**src/inc/aarc_pkg.sv**
```systemverilog
// Shared constants and types for the auxiliary converter readback block
package aarc_pkg;

  // Memory-access map
  localparam int          ADDR_W         = 10;
  localparam int          DATA_W         = 8;
  localparam logic [9:0]  RX_PWRDN_ADDR  = 10'h324;
  localparam logic [9:0]  AUX_PWRDN_ADDR = 10'h325;
  localparam logic [9:0]  RES_UPPER_ADDR = 10'h327;
  localparam logic [9:0]  RES_LOWER_ADDR = 10'h328;
  localparam logic [9:0]  IN_SEL_ADDR    = 10'h359;

  // Reset values and unmapped read data
  localparam logic [7:0]  RX_PWRDN_RST   = 8'h00;
  localparam logic [7:0]  AUX_PWRDN_RST  = 8'h00;
  localparam logic [7:0]  IN_SEL_RST     = 8'h00;
  localparam logic [7:0]  UNMAPPED_DATA  = 8'h00;

  // Field positions
  localparam int          ADC_EN_BIT     = 4;
  localparam int          TEMP_EN_BIT    = 1;
  localparam int          SEL_LSB        = 2;
  localparam int          SEL_W          = 2;
  localparam int          LOW_BITS       = 2;

  // Input-select codes
  localparam logic [1:0]  SEL_RSSI       = 2'h0;
  localparam logic [1:0]  SEL_EXT        = 2'h1;
  localparam logic [1:0]  SEL_TEMP       = 2'h2;

  // Conversion timing
  localparam int          RES_W          = 8;
  localparam int          CLK_PERIOD_NS  = 8;
  localparam int          CONV_TIME_NS   = 1000;
  localparam int          CONV_CYC       = CONV_TIME_NS / CLK_PERIOD_NS;
  localparam int          BIT_CYC        = CONV_CYC / RES_W;

  typedef enum logic [1:0] {
    radio_off_state,
    radio_idle_state,
    radio_receive_state,
    radio_transmit_state
  } aarc_radio_t;

  typedef enum logic [1:0] {
    RB_IDLE,
    RB_CONV,
    RB_LOW,
    RB_HIGH
  } aarc_rb_state_t;

endpackage : aarc_pkg

```
**src/inc/aarc_conv_if.sv**
```systemverilog
// Link between readback control and the successive-approximation core
`timescale 1ns/1ns
interface aarc_conv_if;
  logic       start;
  logic       enable;
  logic [7:0] level;
  logic       busy;
  logic       done;
  logic [7:0] result;

  modport ctl  (output start, output enable, output level, input busy, input done, input result);
  modport conv (input start, input enable, input level, output busy, output done, output result);
endinterface : aarc_conv_if

```
**src/hw/aarc_src_mux.sv**
```systemverilog
// Converter input source selection
`timescale 1ns/1ns
module aarc_src_mux (
  input  wire logic       rx_active,
  input  wire logic       temp_powered,
  input  wire logic [1:0] sel,
  input  wire logic [7:0] temp_level,
  input  wire logic [7:0] rssi_level,
  input  wire logic [7:0] ext_level,
  output logic      [7:0] level
);
  always_comb begin
    if (rx_active) begin
      level = rssi_level;
    end else if (sel == aarc_pkg::SEL_TEMP) begin
      // Unpowered sensor reads as ground
      level = temp_powered ? temp_level : 8'h00;
    end else if (sel == aarc_pkg::SEL_EXT) begin
      level = ext_level;
    end else begin
      level = rssi_level;
    end
  end
endmodule : aarc_src_mux

```
**src/hw/aarc_sar_conv.sv**
```systemverilog
// Successive-approximation core, one result bit per divider tick
`timescale 1ns/1ns
module aarc_sar_conv #(
  parameter int BIT_CYC = aarc_pkg::BIT_CYC
) (
  input  wire logic clk,
  input  wire logic rst,
  aarc_conv_if.conv cif
);
  localparam logic [7:0] DIV_LAST = 8'(BIT_CYC - 1);

  logic       busy_q, busy_d;
  logic       done_q, done_d;
  logic [7:0] acc_q,  acc_d;
  logic [7:0] res_q,  res_d;
  logic [2:0] idx_q,  idx_d;
  logic [7:0] div_q,  div_d;
  logic [7:0] trial;

  always_comb begin
    busy_d = busy_q;
    done_d = 1'b0;
    acc_d  = acc_q;
    res_d  = res_q;
    idx_d  = idx_q;
    div_d  = div_q;
    trial  = acc_q | (8'h01 << idx_q);
    if (!busy_q) begin
      if (cif.start) begin
        busy_d = 1'b1;
        idx_d  = 3'h7;
        div_d  = 8'h00;
        acc_d  = 8'h00;
      end
    end else if (div_q == DIV_LAST) begin
      div_d = 8'h00;
      if (cif.level >= trial) begin
        acc_d = trial;
      end
      if (idx_q == 3'h0) begin
        busy_d = 1'b0;
        done_d = 1'b1;
        // A powered-down converter yields zero rather than noise
        res_d  = cif.enable ? acc_d : 8'h00;
      end else begin
        idx_d = idx_q - 3'h1;
      end
    end else begin
      div_d = div_q + 8'h01;
    end
  end

  always_ff @(posedge clk or posedge rst) begin
    if (rst) begin
      busy_q <= 1'b0;
      done_q <= 1'b0;
      acc_q  <= 8'h00;
      res_q  <= 8'h00;
      idx_q  <= 3'h0;
      div_q  <= 8'h00;
    end else begin
      busy_q <= busy_d;
      done_q <= done_d;
      acc_q  <= acc_d;
      res_q  <= res_d;
      idx_q  <= idx_d;
      div_q  <= div_d;
    end
  end

  assign cif.busy   = busy_q;
  assign cif.done   = done_q;
  assign cif.result = res_q;

  property p_conv_time;
    @(posedge clk) disable iff (rst)
    (cif.start && !busy_q) |-> ##[100:130] done_q;
  endproperty
  a_conv_time: assert property (p_conv_time) else $error("conversion not done in about 1 us");
endmodule : aarc_sar_conv

```
**src/hw/aarc_top.sv**
```systemverilog
// Auxiliary converter control and three-read sample readback
//
// Summary of operation
// - One conversion takes about one microsecond after it is requested.
// - Each sample is an 8-bit unsigned value split over two locations.
// - The input-select register at 0x359 chooses the converter source.
// - In receive state the source is forced to the signal-strength level.
// - In receive state the converter is powered without any host write.
// - Reading 0x327 first starts a readback and captures a fresh sample.
// - Next, reading 0x328 returns the two low sample bits.
// - Then reading 0x327 again returns the six high sample bits.
`timescale 1ns/1ns
module aarc_top #(
  parameter int BIT_CYC = aarc_pkg::BIT_CYC
) (
  input  wire logic                       clk,
  input  wire logic                       rst,
  input  wire logic [aarc_pkg::ADDR_W-1:0] mem_addr,
  input  wire logic                       mem_rd,
  input  wire logic                       mem_wr,
  input  wire logic [7:0]                 mem_wdata,
  output logic      [7:0]                 mem_rdata,
  output logic                            mem_rvalid,
  input  wire aarc_pkg::aarc_radio_t      radio_state,
  input  wire logic [7:0]                 temp_level,
  input  wire logic [7:0]                 rssi_level,
  input  wire logic [7:0]                 ext_level,
  output logic                            adc_powered,
  output logic                            temp_powered,
  output logic                            readback_busy
);

  ////////////////////////////////////////////////////////////////////////////
  // Decode

  logic rx_active;
  logic rd_upper;
  logic rd_lower;

  assign rx_active = (radio_state == aarc_pkg::radio_receive_state);
  assign rd_upper  = mem_rd && (mem_addr == aarc_pkg::RES_UPPER_ADDR);
  assign rd_lower  = mem_rd && (mem_addr == aarc_pkg::RES_LOWER_ADDR);

  ////////////////////////////////////////////////////////////////////////////
  // Configuration registers

  logic [7:0] rx_pd_q,  rx_pd_d;
  logic [7:0] aux_pd_q, aux_pd_d;
  logic [7:0] sel_q,    sel_d;
  logic       adc_pw_q, adc_pw_d;
  logic       tmp_pw_q, tmp_pw_d;

  always_comb begin
    rx_pd_d  = rx_pd_q;
    aux_pd_d = aux_pd_q;
    sel_d    = sel_q;
    if (mem_wr) begin
      if (mem_addr == aarc_pkg::RX_PWRDN_ADDR) begin
        rx_pd_d = mem_wdata;
      end else if (mem_addr == aarc_pkg::AUX_PWRDN_ADDR) begin
        aux_pd_d = mem_wdata;
      end else if (mem_addr == aarc_pkg::IN_SEL_ADDR) begin
        sel_d = mem_wdata;
      end
    end
    // Receive state powers the converter on its own
    adc_pw_d = rx_active || rx_pd_q[aarc_pkg::ADC_EN_BIT];
    tmp_pw_d = aux_pd_q[aarc_pkg::TEMP_EN_BIT];
  end

  always_ff @(posedge clk or posedge rst) begin
    if (rst) begin
      rx_pd_q  <= aarc_pkg::RX_PWRDN_RST;
      aux_pd_q <= aarc_pkg::AUX_PWRDN_RST;
      sel_q    <= aarc_pkg::IN_SEL_RST;
      adc_pw_q <= 1'b0;
      tmp_pw_q <= 1'b0;
    end else begin
      rx_pd_q  <= rx_pd_d;
      aux_pd_q <= aux_pd_d;
      sel_q    <= sel_d;
      adc_pw_q <= adc_pw_d;
      tmp_pw_q <= tmp_pw_d;
    end
  end

  ////////////////////////////////////////////////////////////////////////////
  // Source selection and converter core

  aarc_conv_if cif ();
  logic [7:0] conv_level;

  aarc_src_mux u_mux (
    .rx_active    (rx_active),
    .temp_powered (tmp_pw_q),
    .sel          (sel_q[aarc_pkg::SEL_LSB +: aarc_pkg::SEL_W]),
    .temp_level   (temp_level),
    .rssi_level   (rssi_level),
    .ext_level    (ext_level),
    .level        (conv_level)
  );

  aarc_sar_conv #(
    .BIT_CYC (BIT_CYC)
  ) u_conv (
    .clk (clk),
    .rst (rst),
    .cif (cif.conv)
  );

  assign cif.level  = conv_level;
  assign cif.enable = adc_pw_q;

  ////////////////////////////////////////////////////////////////////////////
  // Readback sequencer

  aarc_pkg::aarc_rb_state_t rb_q, rb_d;
  logic       start_q, start_d;
  logic [7:0] held_q,  held_d;

  always_comb begin
    rb_d    = rb_q;
    start_d = 1'b0;
    held_d  = held_q;
    case (rb_q)
      aarc_pkg::RB_IDLE: begin
        if (rd_upper) begin
          start_d = 1'b1;
          rb_d    = aarc_pkg::RB_CONV;
        end
      end
      aarc_pkg::RB_CONV: begin
        // Upper reads here are ignored; the sample is still forming
        if (cif.done) begin
          held_d = cif.result;
          rb_d   = aarc_pkg::RB_LOW;
        end
      end
      aarc_pkg::RB_LOW: begin
        if (rd_lower) begin
          rb_d = aarc_pkg::RB_HIGH;
        end else if (rd_upper) begin
          rb_d = aarc_pkg::RB_IDLE;
        end
      end
      aarc_pkg::RB_HIGH: begin
        if (rd_upper) begin
          rb_d = aarc_pkg::RB_IDLE;
        end
      end
      default: begin
        rb_d = aarc_pkg::RB_IDLE;
      end
    endcase
  end

  always_ff @(posedge clk or posedge rst) begin
    if (rst) begin
      rb_q    <= aarc_pkg::RB_IDLE;
      start_q <= 1'b0;
      held_q  <= 8'h00;
    end else begin
      rb_q    <= rb_d;
      start_q <= start_d;
      held_q  <= held_d;
    end
  end

  assign cif.start = start_q;

  ////////////////////////////////////////////////////////////////////////////
  // Read data path

  logic [7:0] rdata_q,  rdata_d;
  logic       rvalid_q, rvalid_d;
  logic       busy_q,   busy_d;

  always_comb begin
    rvalid_d = mem_rd;
    rdata_d  = aarc_pkg::UNMAPPED_DATA;
    if (mem_addr == aarc_pkg::RES_UPPER_ADDR) begin
      rdata_d = {held_q[7:aarc_pkg::LOW_BITS], 2'b00};
    end else if (mem_addr == aarc_pkg::RES_LOWER_ADDR) begin
      rdata_d = {6'h00, held_q[aarc_pkg::LOW_BITS-1:0]};
    end else if (mem_addr == aarc_pkg::RX_PWRDN_ADDR) begin
      rdata_d = rx_pd_q;
    end else if (mem_addr == aarc_pkg::AUX_PWRDN_ADDR) begin
      rdata_d = aux_pd_q;
    end else if (mem_addr == aarc_pkg::IN_SEL_ADDR) begin
      rdata_d = sel_q;
    end
    if (!mem_rd) begin
      rdata_d = rdata_q;
    end
    busy_d = (rb_d == aarc_pkg::RB_CONV);
  end

  always_ff @(posedge clk or posedge rst) begin
    if (rst) begin
      rdata_q  <= 8'h00;
      rvalid_q <= 1'b0;
      busy_q   <= 1'b0;
    end else begin
      rdata_q  <= rdata_d;
      rvalid_q <= rvalid_d;
      busy_q   <= busy_d;
    end
  end

  assign mem_rdata     = rdata_q;
  assign mem_rvalid    = rvalid_q;
  assign adc_powered   = adc_pw_q;
  assign temp_powered  = tmp_pw_q;
  assign readback_busy = busy_q;

  ////////////////////////////////////////////////////////////////////////////
  // Checks

  property p_src_sel;
    @(posedge clk) disable iff (rst)
    (!rx_active && sel_q[3:2] == aarc_pkg::SEL_EXT) |-> conv_level == ext_level;
  endproperty
  a_src_sel: assert property (p_src_sel) else $error("external source not routed");

  property p_rx_force;
    @(posedge clk) disable iff (rst)
    rx_active |-> conv_level == rssi_level;
  endproperty
  a_rx_force: assert property (p_rx_force) else $error("receive state did not force rssi source");

  property p_rx_power;
    @(posedge clk) disable iff (rst)
    rx_active |=> adc_powered;
  endproperty
  a_rx_power: assert property (p_rx_power) else $error("converter not powered in receive");

  property p_start;
    @(posedge clk) disable iff (rst)
    (rd_upper && rb_q == aarc_pkg::RB_IDLE) |=> (cif.start && readback_busy) ##1 !cif.start;
  endproperty
  a_start: assert property (p_start) else $error("upper read did not start one conversion");

  property p_capture;
    @(posedge clk) disable iff (rst)
    (cif.done && rb_q == aarc_pkg::RB_CONV) |=> (held_q == $past(cif.result) && rb_q == aarc_pkg::RB_LOW);
  endproperty
  a_capture: assert property (p_capture) else $error("sample not captured on done");

  property p_low_read;
    @(posedge clk) disable iff (rst)
    (rd_lower && rb_q == aarc_pkg::RB_LOW) |=> (mem_rvalid && mem_rdata == {6'h00, held_q[1:0]}
      && rb_q == aarc_pkg::RB_HIGH);
  endproperty
  a_low_read: assert property (p_low_read) else $error("lower read returned wrong bits");

  property p_high_read;
    @(posedge clk) disable iff (rst)
    (rd_upper && rb_q == aarc_pkg::RB_HIGH) |=> (mem_rdata == {held_q[7:2], 2'b00} && rb_q == aarc_pkg::RB_IDLE);
  endproperty
  a_high_read: assert property (p_high_read) else $error("final upper read returned wrong bits");

  property p_hold;
    @(posedge clk) disable iff (rst)
    (rb_q == aarc_pkg::RB_LOW || rb_q == aarc_pkg::RB_HIGH) |=> $stable(held_q);
  endproperty
  a_hold: assert property (p_hold) else $error("held sample changed mid readback");

  property p_busy_end;
    @(posedge clk) disable iff (rst)
    (cif.done && rb_q == aarc_pkg::RB_CONV) |=> !readback_busy;
  endproperty
  a_busy_end: assert property (p_busy_end) else $error("busy still set after conversion end");

  // A late upper read during conversion must not launch a second one
  property p_no_restart;
    @(posedge clk) disable iff (rst)
    (rd_upper && rb_q == aarc_pkg::RB_CONV) |=> !cif.start;
  endproperty
  a_no_restart: assert property (p_no_restart) else $error("conversion restarted mid readback");

  property p_adc_off;
    @(posedge clk) disable iff (rst)
    (!rx_active && !rx_pd_q[aarc_pkg::ADC_EN_BIT]) |=> !adc_powered;
  endproperty
  a_adc_off: assert property (p_adc_off) else $error("converter powered without enable");

  property p_temp_power;
    @(posedge clk) disable iff (rst)
    (mem_wr && mem_addr == aarc_pkg::AUX_PWRDN_ADDR && mem_wdata[aarc_pkg::TEMP_EN_BIT]) |=> ##1 temp_powered;
  endproperty
  a_temp_power: assert property (p_temp_power) else $error("sensor not powered after write");

  property p_sel_write;
    @(posedge clk) disable iff (rst)
    (mem_wr && mem_addr == aarc_pkg::IN_SEL_ADDR) |=> sel_q == $past(mem_wdata);
  endproperty
  a_sel_write: assert property (p_sel_write) else $error("input select not written");

endmodule : aarc_top

```
**config.mk**
```make
export PLATFORM = sky130hd
export DESIGN_NAME = aarc_top
export DESIGN_NICKNAME = d
export VERILOG_FILES = /design/src/inc/aarc_pkg.sv /design/src/inc/aarc_conv_if.sv /design/src/hw/aarc_src_mux.sv /design/src/hw/aarc_sar_conv.sv /design/src/hw/aarc_top.sv
export SDC_FILE = /design/constraint.sdc
export NUM_CORES = 1
export LEC_CHECK = 0
export BUFFER_PORTS_ARGS = -buffer_cell sky130_fd_sc_hd__buf_4
export CORE_AREA = 2 2 93 95
export CTS_CLUSTER_DIAMETER = 40
export DETAILED_ROUTE_END_ITERATION = 16
export DIE_AREA = 0 0 95 97
export GPL_TIMING_DRIVEN = 1
export PLACE_DENSITY = 0.79
export SLEW_MARGIN = 20
export SYNTH_ARGS = -nofsm -noshare
export SYNTH_HDL_FRONTEND = slang
export SYNTH_SLANG_ARGS = --single-unit
```
**constraint.sdc**
```tcl
create_clock -name clk -period 3.25 [get_ports clk]
set_input_delay 0.325 -clock clk [delete_from_list [all_inputs] [get_ports clk]]
set_output_delay 0.325 -clock clk [all_outputs]
set_load 0.01 [all_outputs]
```
Word level (Yosys, flattened, before mapping)
Cells that the tools add are included.

operators by class
  $add $sub $neg = 2
  magnitude comparators = 1
  equality and inequality tests = 15
  shift-type cells = 1
  multiplexer cells = 34
  bitwise logic cells = 3
  reductions and logical operators = 13

operators by type and width
  operator                                                             count
  8-bit 2-to-1 mux                                                     16
  10-bit == test (second input constant)                               5
  3-bit 2-to-1 mux                                                     4
  1-bit 2-to-1 mux                                                     9
  3-bit AND reduction                                                  3
  8-bit by 1-bit adder with 8-bit output (second input constant)       1
  2-bit == test (second input constant)                                4
  8-bit by 4-bit == test with 1-bit output (second input constant)     1
  8-bit >= comparator                                                  1
  2-bit 2-to-1 mux                                                     4
  8-bit bitwise OR                                                     1
  2-bit case mux with 4 select lines                                   1
  1-bit by 3-bit left shift with 8-bit output (first input constant)   1
  2-bit by 1-bit == test with 1-bit output (second input constant)     3
  2-bit AND reduction                                                  3
  2-bit inequality test (second input constant)                        2
  4-bit AND reduction                                                  1
  3-bit logical NOT                                                    1
  3-bit by 1-bit subtractor with 3-bit output (second input constant)  1
  1-bit logical AND                                                    2
  2-bit logical NOT                                                    1
  1-bit NOT                                                            2
  2-bit nonzero test                                                   1
  1-bit logical OR                                                     1

word-level totals
  flip-flop bits (word level) = 76
  input port bits = 48
  output and inout port bits = 12
  logic and storage cells = 86

Longest topological paths before layout
  depth in word-level cells = 8
  depth in mapped cells = 10
  mapped depth without buffers = 10

Modules after synthesis
A second synthesis with hierarchy kept.

second synthesis, totals
  cell total of the unflattened synthesis = 400
  area, all modules = 4159.0 um^2

by module, submodules not included
  module         instances  cells an instance  area each (um^2)  seq. area each (um^2)
  aarc_top       1          187                2187.1            1176.1
  aarc_sar_conv  1          181                1727.9            725.7
  aarc_src_mux   1          32                 244.0             0.0

Least setup slack after synthesis
Ideal clock, no wire load.

  path kind = in2reg
  start point = in radio_state[0]
  end point = reg u_conv.acc_q[0]
  library setup time = 0.147 ns
  arrival = 2.676 ns
  required time = 3.103 ns
  slack = 0.426 ns
  cell stages on the path = 9
  buffers on the path = 1
  cells stage by stage = nand2b_1 clkbuf_1 o21ai_1 a221oi_1 ha_1 nand2b_1 a2111o_1 a32oi_1 a211oi_1

on the way
  longest elaborated chain between the ends = 6

ends and longest elaborated chain
  item                    line                 text
  start: declaration      aarc_top.sv:24       input wire aarc_pkg::aarc_radio_t radio_state,
  2-bit == test           aarc_top.sv:40       assign rx_active = (radio_state == aarc_pkg::radio_receive_state);
  8-bit 2-to-1 mux        aarc_src_mux.sv:13   if (rx_active) begin
  8-bit >= comparator     aarc_sar_conv.sv:37  if (cif.level >= trial) begin
  8-bit 2-to-1 mux        aarc_sar_conv.sv:37
  8-bit 2-to-1 mux        aarc_sar_conv.sv:35  end else if (div_q == DIV_LAST) begin
  8-bit 2-to-1 mux        aarc_sar_conv.sv:28  if (!busy_q) begin
  end signal: assignment  aarc_sar_conv.sv:57  acc_q <= 8'h00;
  end signal: assignment  aarc_sar_conv.sv:64  acc_q <= acc_d;
  end: declaration        aarc_sar_conv.sv:14  logic [7:0] acc_q, acc_d;

Every way passes these cells. The select of a mux whose other input is x is not followed.
A chain may end at the register's enable or synchronous reset.

Final worst setup path
  start point = reg sel_q[3]
  end point = reg u_conv.acc_q[7]

on the way
  longest elaborated chain between the ends = 8
  elaborated cells between the ends (all ways) = 9
  classes of those cells = order compare (1); eq/ne (2); mux (6)

ends and longest elaborated chain
  item                                      line                 text
  start: declaration                        aarc_top.sv:49       logic [7:0] sel_q, sel_d;
  start signal: assignment                  aarc_top.sv:75       sel_q <= aarc_pkg::IN_SEL_RST;
  start signal: assignment                  aarc_top.sv:81       sel_q <= sel_d;
  2-bit by 1-bit == test with 1-bit output  aarc_src_mux.sv:18   end else if (sel == aarc_pkg::SEL_EXT) begin
  8-bit 2-to-1 mux                          aarc_src_mux.sv:18
  8-bit 2-to-1 mux *                        aarc_src_mux.sv:15   end else if (sel == aarc_pkg::SEL_TEMP) begin
  8-bit 2-to-1 mux *                        aarc_src_mux.sv:13
  8-bit >= comparator *                     aarc_sar_conv.sv:37
  8-bit 2-to-1 mux *                        aarc_sar_conv.sv:37
  8-bit 2-to-1 mux *                        aarc_sar_conv.sv:35
  8-bit 2-to-1 mux *                        aarc_sar_conv.sv:28

Every way passes the cells marked *; elsewhere a longest branch is shown, timed or not. The select of a mux whose other input is x is not followed.

==> impl_metrics.toml <==
[cells_and_area]
final_cells = 557
antennaDiodeCount = 0
drive_above_1_share_pct = 26.5
syn2layout_area_growth_pct = 19.0
finalNetCount = 510

[timing]
max_slew_margin_pct = 45.8
finalCritPeriodShare_pct = 90.0
tightest_slew_ps = 812
fin_tns_setup_ps = 0
hold_viol = 0
clock.fmax_mhz = 342
rsz0062_at_grt = "false"
finalCriticalPeriod_ps = 2920
finalClockSkew_ps = 12.7
setup_viol = 0
final_max_slew_viol_count = 0

[detailed_routing]
drt_pass1_iterations = 4
drcViolationCount = 0
vias_per_cell = 5.86
routed_wl_um = 9240
vias = 3263
antenna_left = 0
routedWlPerCell_um = 16.6
drtIter0Drc = 177

[die]
ios = 60
dieArea_um2 = 9220
initial_core_util_pct = 49.3
dieHeight_um = 97
fp-row-count = 33
die_w_um = 95
core-area_um2 = 8130

[global_route]
first_global_vias = 3264
grt_antenna_before_repair = 0
grt_max_degree = 40
grt_overflow = 0
grt_pass1_wl_um = 15500
grt_use_total_pct = 21.3

[outcome]
outcome = "completed"

[yosys]
synthCells = 386
synth_top_area_share_pct = 47.5
ys_types = 55
yosys-top-cells-count = "dfrtp_1, mux2_2, nand2_1"
ys_ff_latch = 76
synth-edff-count = 0
async_flop_share_pct = 100
synth.area.top_cells = "dfrtp_1, mux2_2, ha_1, nand2_1, a21oi_1"
syn_area_per_cell_um2 = 10.4
synth_flop_cell = "dfrtp_1"
synthMostInstantiatedCell = "dfrtp_1"
syn_nets = 449
ys_warn_count = 0
synth_area_leader_cell = "dfrtp_1"
synth.cell_area_um2 = 4010
synth-seq-area-share_pct = 47.5

[run]
maxCapViolCount = 0

[place]
gp_congestion = 0.868
port_buffers = 59
dp_cells = 541
dp_hpwl_um = 6770

[setup_path]
cp_slowest_cell = "dfrtp_1"
cp-end-kind = "register"
path_buf_inv = 2
crit_family = "compound AO/OA/AOI/OAI gates"
cp_max_fo = 11
worstPathRequired_ps = 3450
arrival_ps = 3120
path_cells = "inv_1 -> o21ai_1 -> a221oi_1 -> ha_1 -> nand2b_1 -> a2111o_1 -> a32oi_1 -> buf_4 -> a211oi_1"
slowest_delay_ps = 550
reg2reg_slack_ps = 330
critical_path_class = "register to register"
crit_path_start_kind = "register"

[clocking]
cts_max_path_buffers = 2
clk_latency_ps = 360
cts_max_level = 3
ctsResizeCount = 0
clk_pin_slew_worst_paths_ps = 90
cts-root-buf = "clkbuf_8"
postCtsSetupRepairBufs = 0
clkSinkCount = 76
cts_hold_buffers = 0
cts_made_buffers = 9
cts_tree = "done"

[worst_hold_path]
hold_path_class = "input port to asynchronous set/reset pin"

[power_and_ir_drop]
power.leakage_nw = 2.19
p_per_area_nw_per_um2 = 397
ir_drop_mv = 0.273
finalPower_mw = 1.89
-- final cells by class --
class | count | area, um2
clock buffers | 10 | 138
repair buffers | 64 | 480
fillers | 670 | 3370
multi-input cells | 272 | 1950
flip-flops and latches | 76 | 1900
well taps | 105 | 131
inverters | 24 | 90.1
clock inverters | 6 | 71.3
-- metrics by stage --
step / instance area, um2 / hold WS (ps) / setup slack [ps] / utilization (%)
2_1_floorplan: 4010 / 356 / 426 / -
3_3_place_gp: 4560 / 465 / 397 / 56.0
3_5_place_dp: 4560 / 459 / 270 / 56.0
4_1_cts: 4770 / 155 / 349 / 58.6
5_1_grt: 4770 / 194 / 107 / 58.6
6_report: 4770 / 126 / 325 / 58.6
-- where the power goes --
| part | internal (mW) | total [mW] | leakage [nW] | switching, mW |
|---|---|---|---|---|
| registers | 0.957 | 0.968 | 1.02 | 0.0117 |
| logic | 0.0756 | 0.164 | 1.06 | 0.0882 |
| clock network | 0.382 | 0.761 | 0.0995 | 0.378 |
| total | 1.41 | 1.89 | 2.19 | 0.478 |
-- worst paths after layout --
path	from	endpoint	cells past startpoint
worst max-delay path	sel_q[3]	u_conv.acc_q[7]	9
worst min-delay path	rst	mem_rdata[0]	2
worst max register to register	sel_q[3]	u_conv.acc_q[7]	9
worst min register to register	u_conv.cif.result[7]	u_conv.cif.result[7]	2
max in group asynchronous	rst	held_q[6]	3
min in group clk	mem_wdata[0]	rx_pd_q[0]	2
-- layout by cell type, fill, tap and decap left out, types with 5 or more instances in the layout --
master	Yosys	final
inv_1	23	22
a221o_1	7	7
nor3_1	6	6
ha_1	15	15
nor2b_1	11	11
dfrtp_1	76	76
nand2b_1	9	9
nor2_1	18	18
nand2_1	31	31
a311oi_1	6	6
o21ai_1	6	6
clkbuf_8	0	10
mux2_2	32	32
buf_4	0	64
a31oi_1	7	7
o21ai_0	6	6
a211oi_1	9	9
a21oi_1	21	21
o31ai_1	8	8
nand4_1	5	5
nand3_1	14	14
-- worst register-to-register path: stages (launching register included) --
cell	delay, ps
dfrtp_1	550
inv_1	120
o21ai_1	490
a221oi_1	190
ha_1	320
nand2b_1	140
a2111o_1	480
a32oi_1	220
buf_4	180
a211oi_1	80
-- routing by layer --
| layer | GRT usage, % | vias to the layer above | routed length, um |
|---|---|---|---|
| met5 | 0 | - | 0 |
| met4 | 5.46 | 0 | 114 |
| met3 | 4.21 | 11 | 465 |
| met2 | 34.7 | 99 | 4470 |
| met1 | 29.1 | 1587 | 4190 |
| li1 | - | 1566 | - |
-- cells by family after synthesis --
| logic type | share of synthesized area, % |
|---|---|
| AND/OR/NAND/NOR | 17.0 |
| AO/OA/AOI/OAI | 17.2 |
| multiplexers | 9.74 |
| XOR/XNOR | 0.219 |
| adder cells (fa/ha/maj) | 4.68 |
| buffers and inverters | 3.78 |
| flip-flops | 47.5 |
-- sequential cells by signal (all words and copies together), names as in the netlist --
name               count
adc_powered            1
aux_pd_q               8
cif.start              1
held_q                 8
mem_rdata              8
mem_rvalid             1
rb_q                   2
readback_busy          1
rx_pd_q                8
sel_q                  8
temp_powered           1
u_conv.acc_q           8
u_conv.cif.busy        1
u_conv.cif.done        1
u_conv.cif.result      8
u_conv.div_q           8
u_conv.idx_q           3
(Power assumes the default switching activity.)
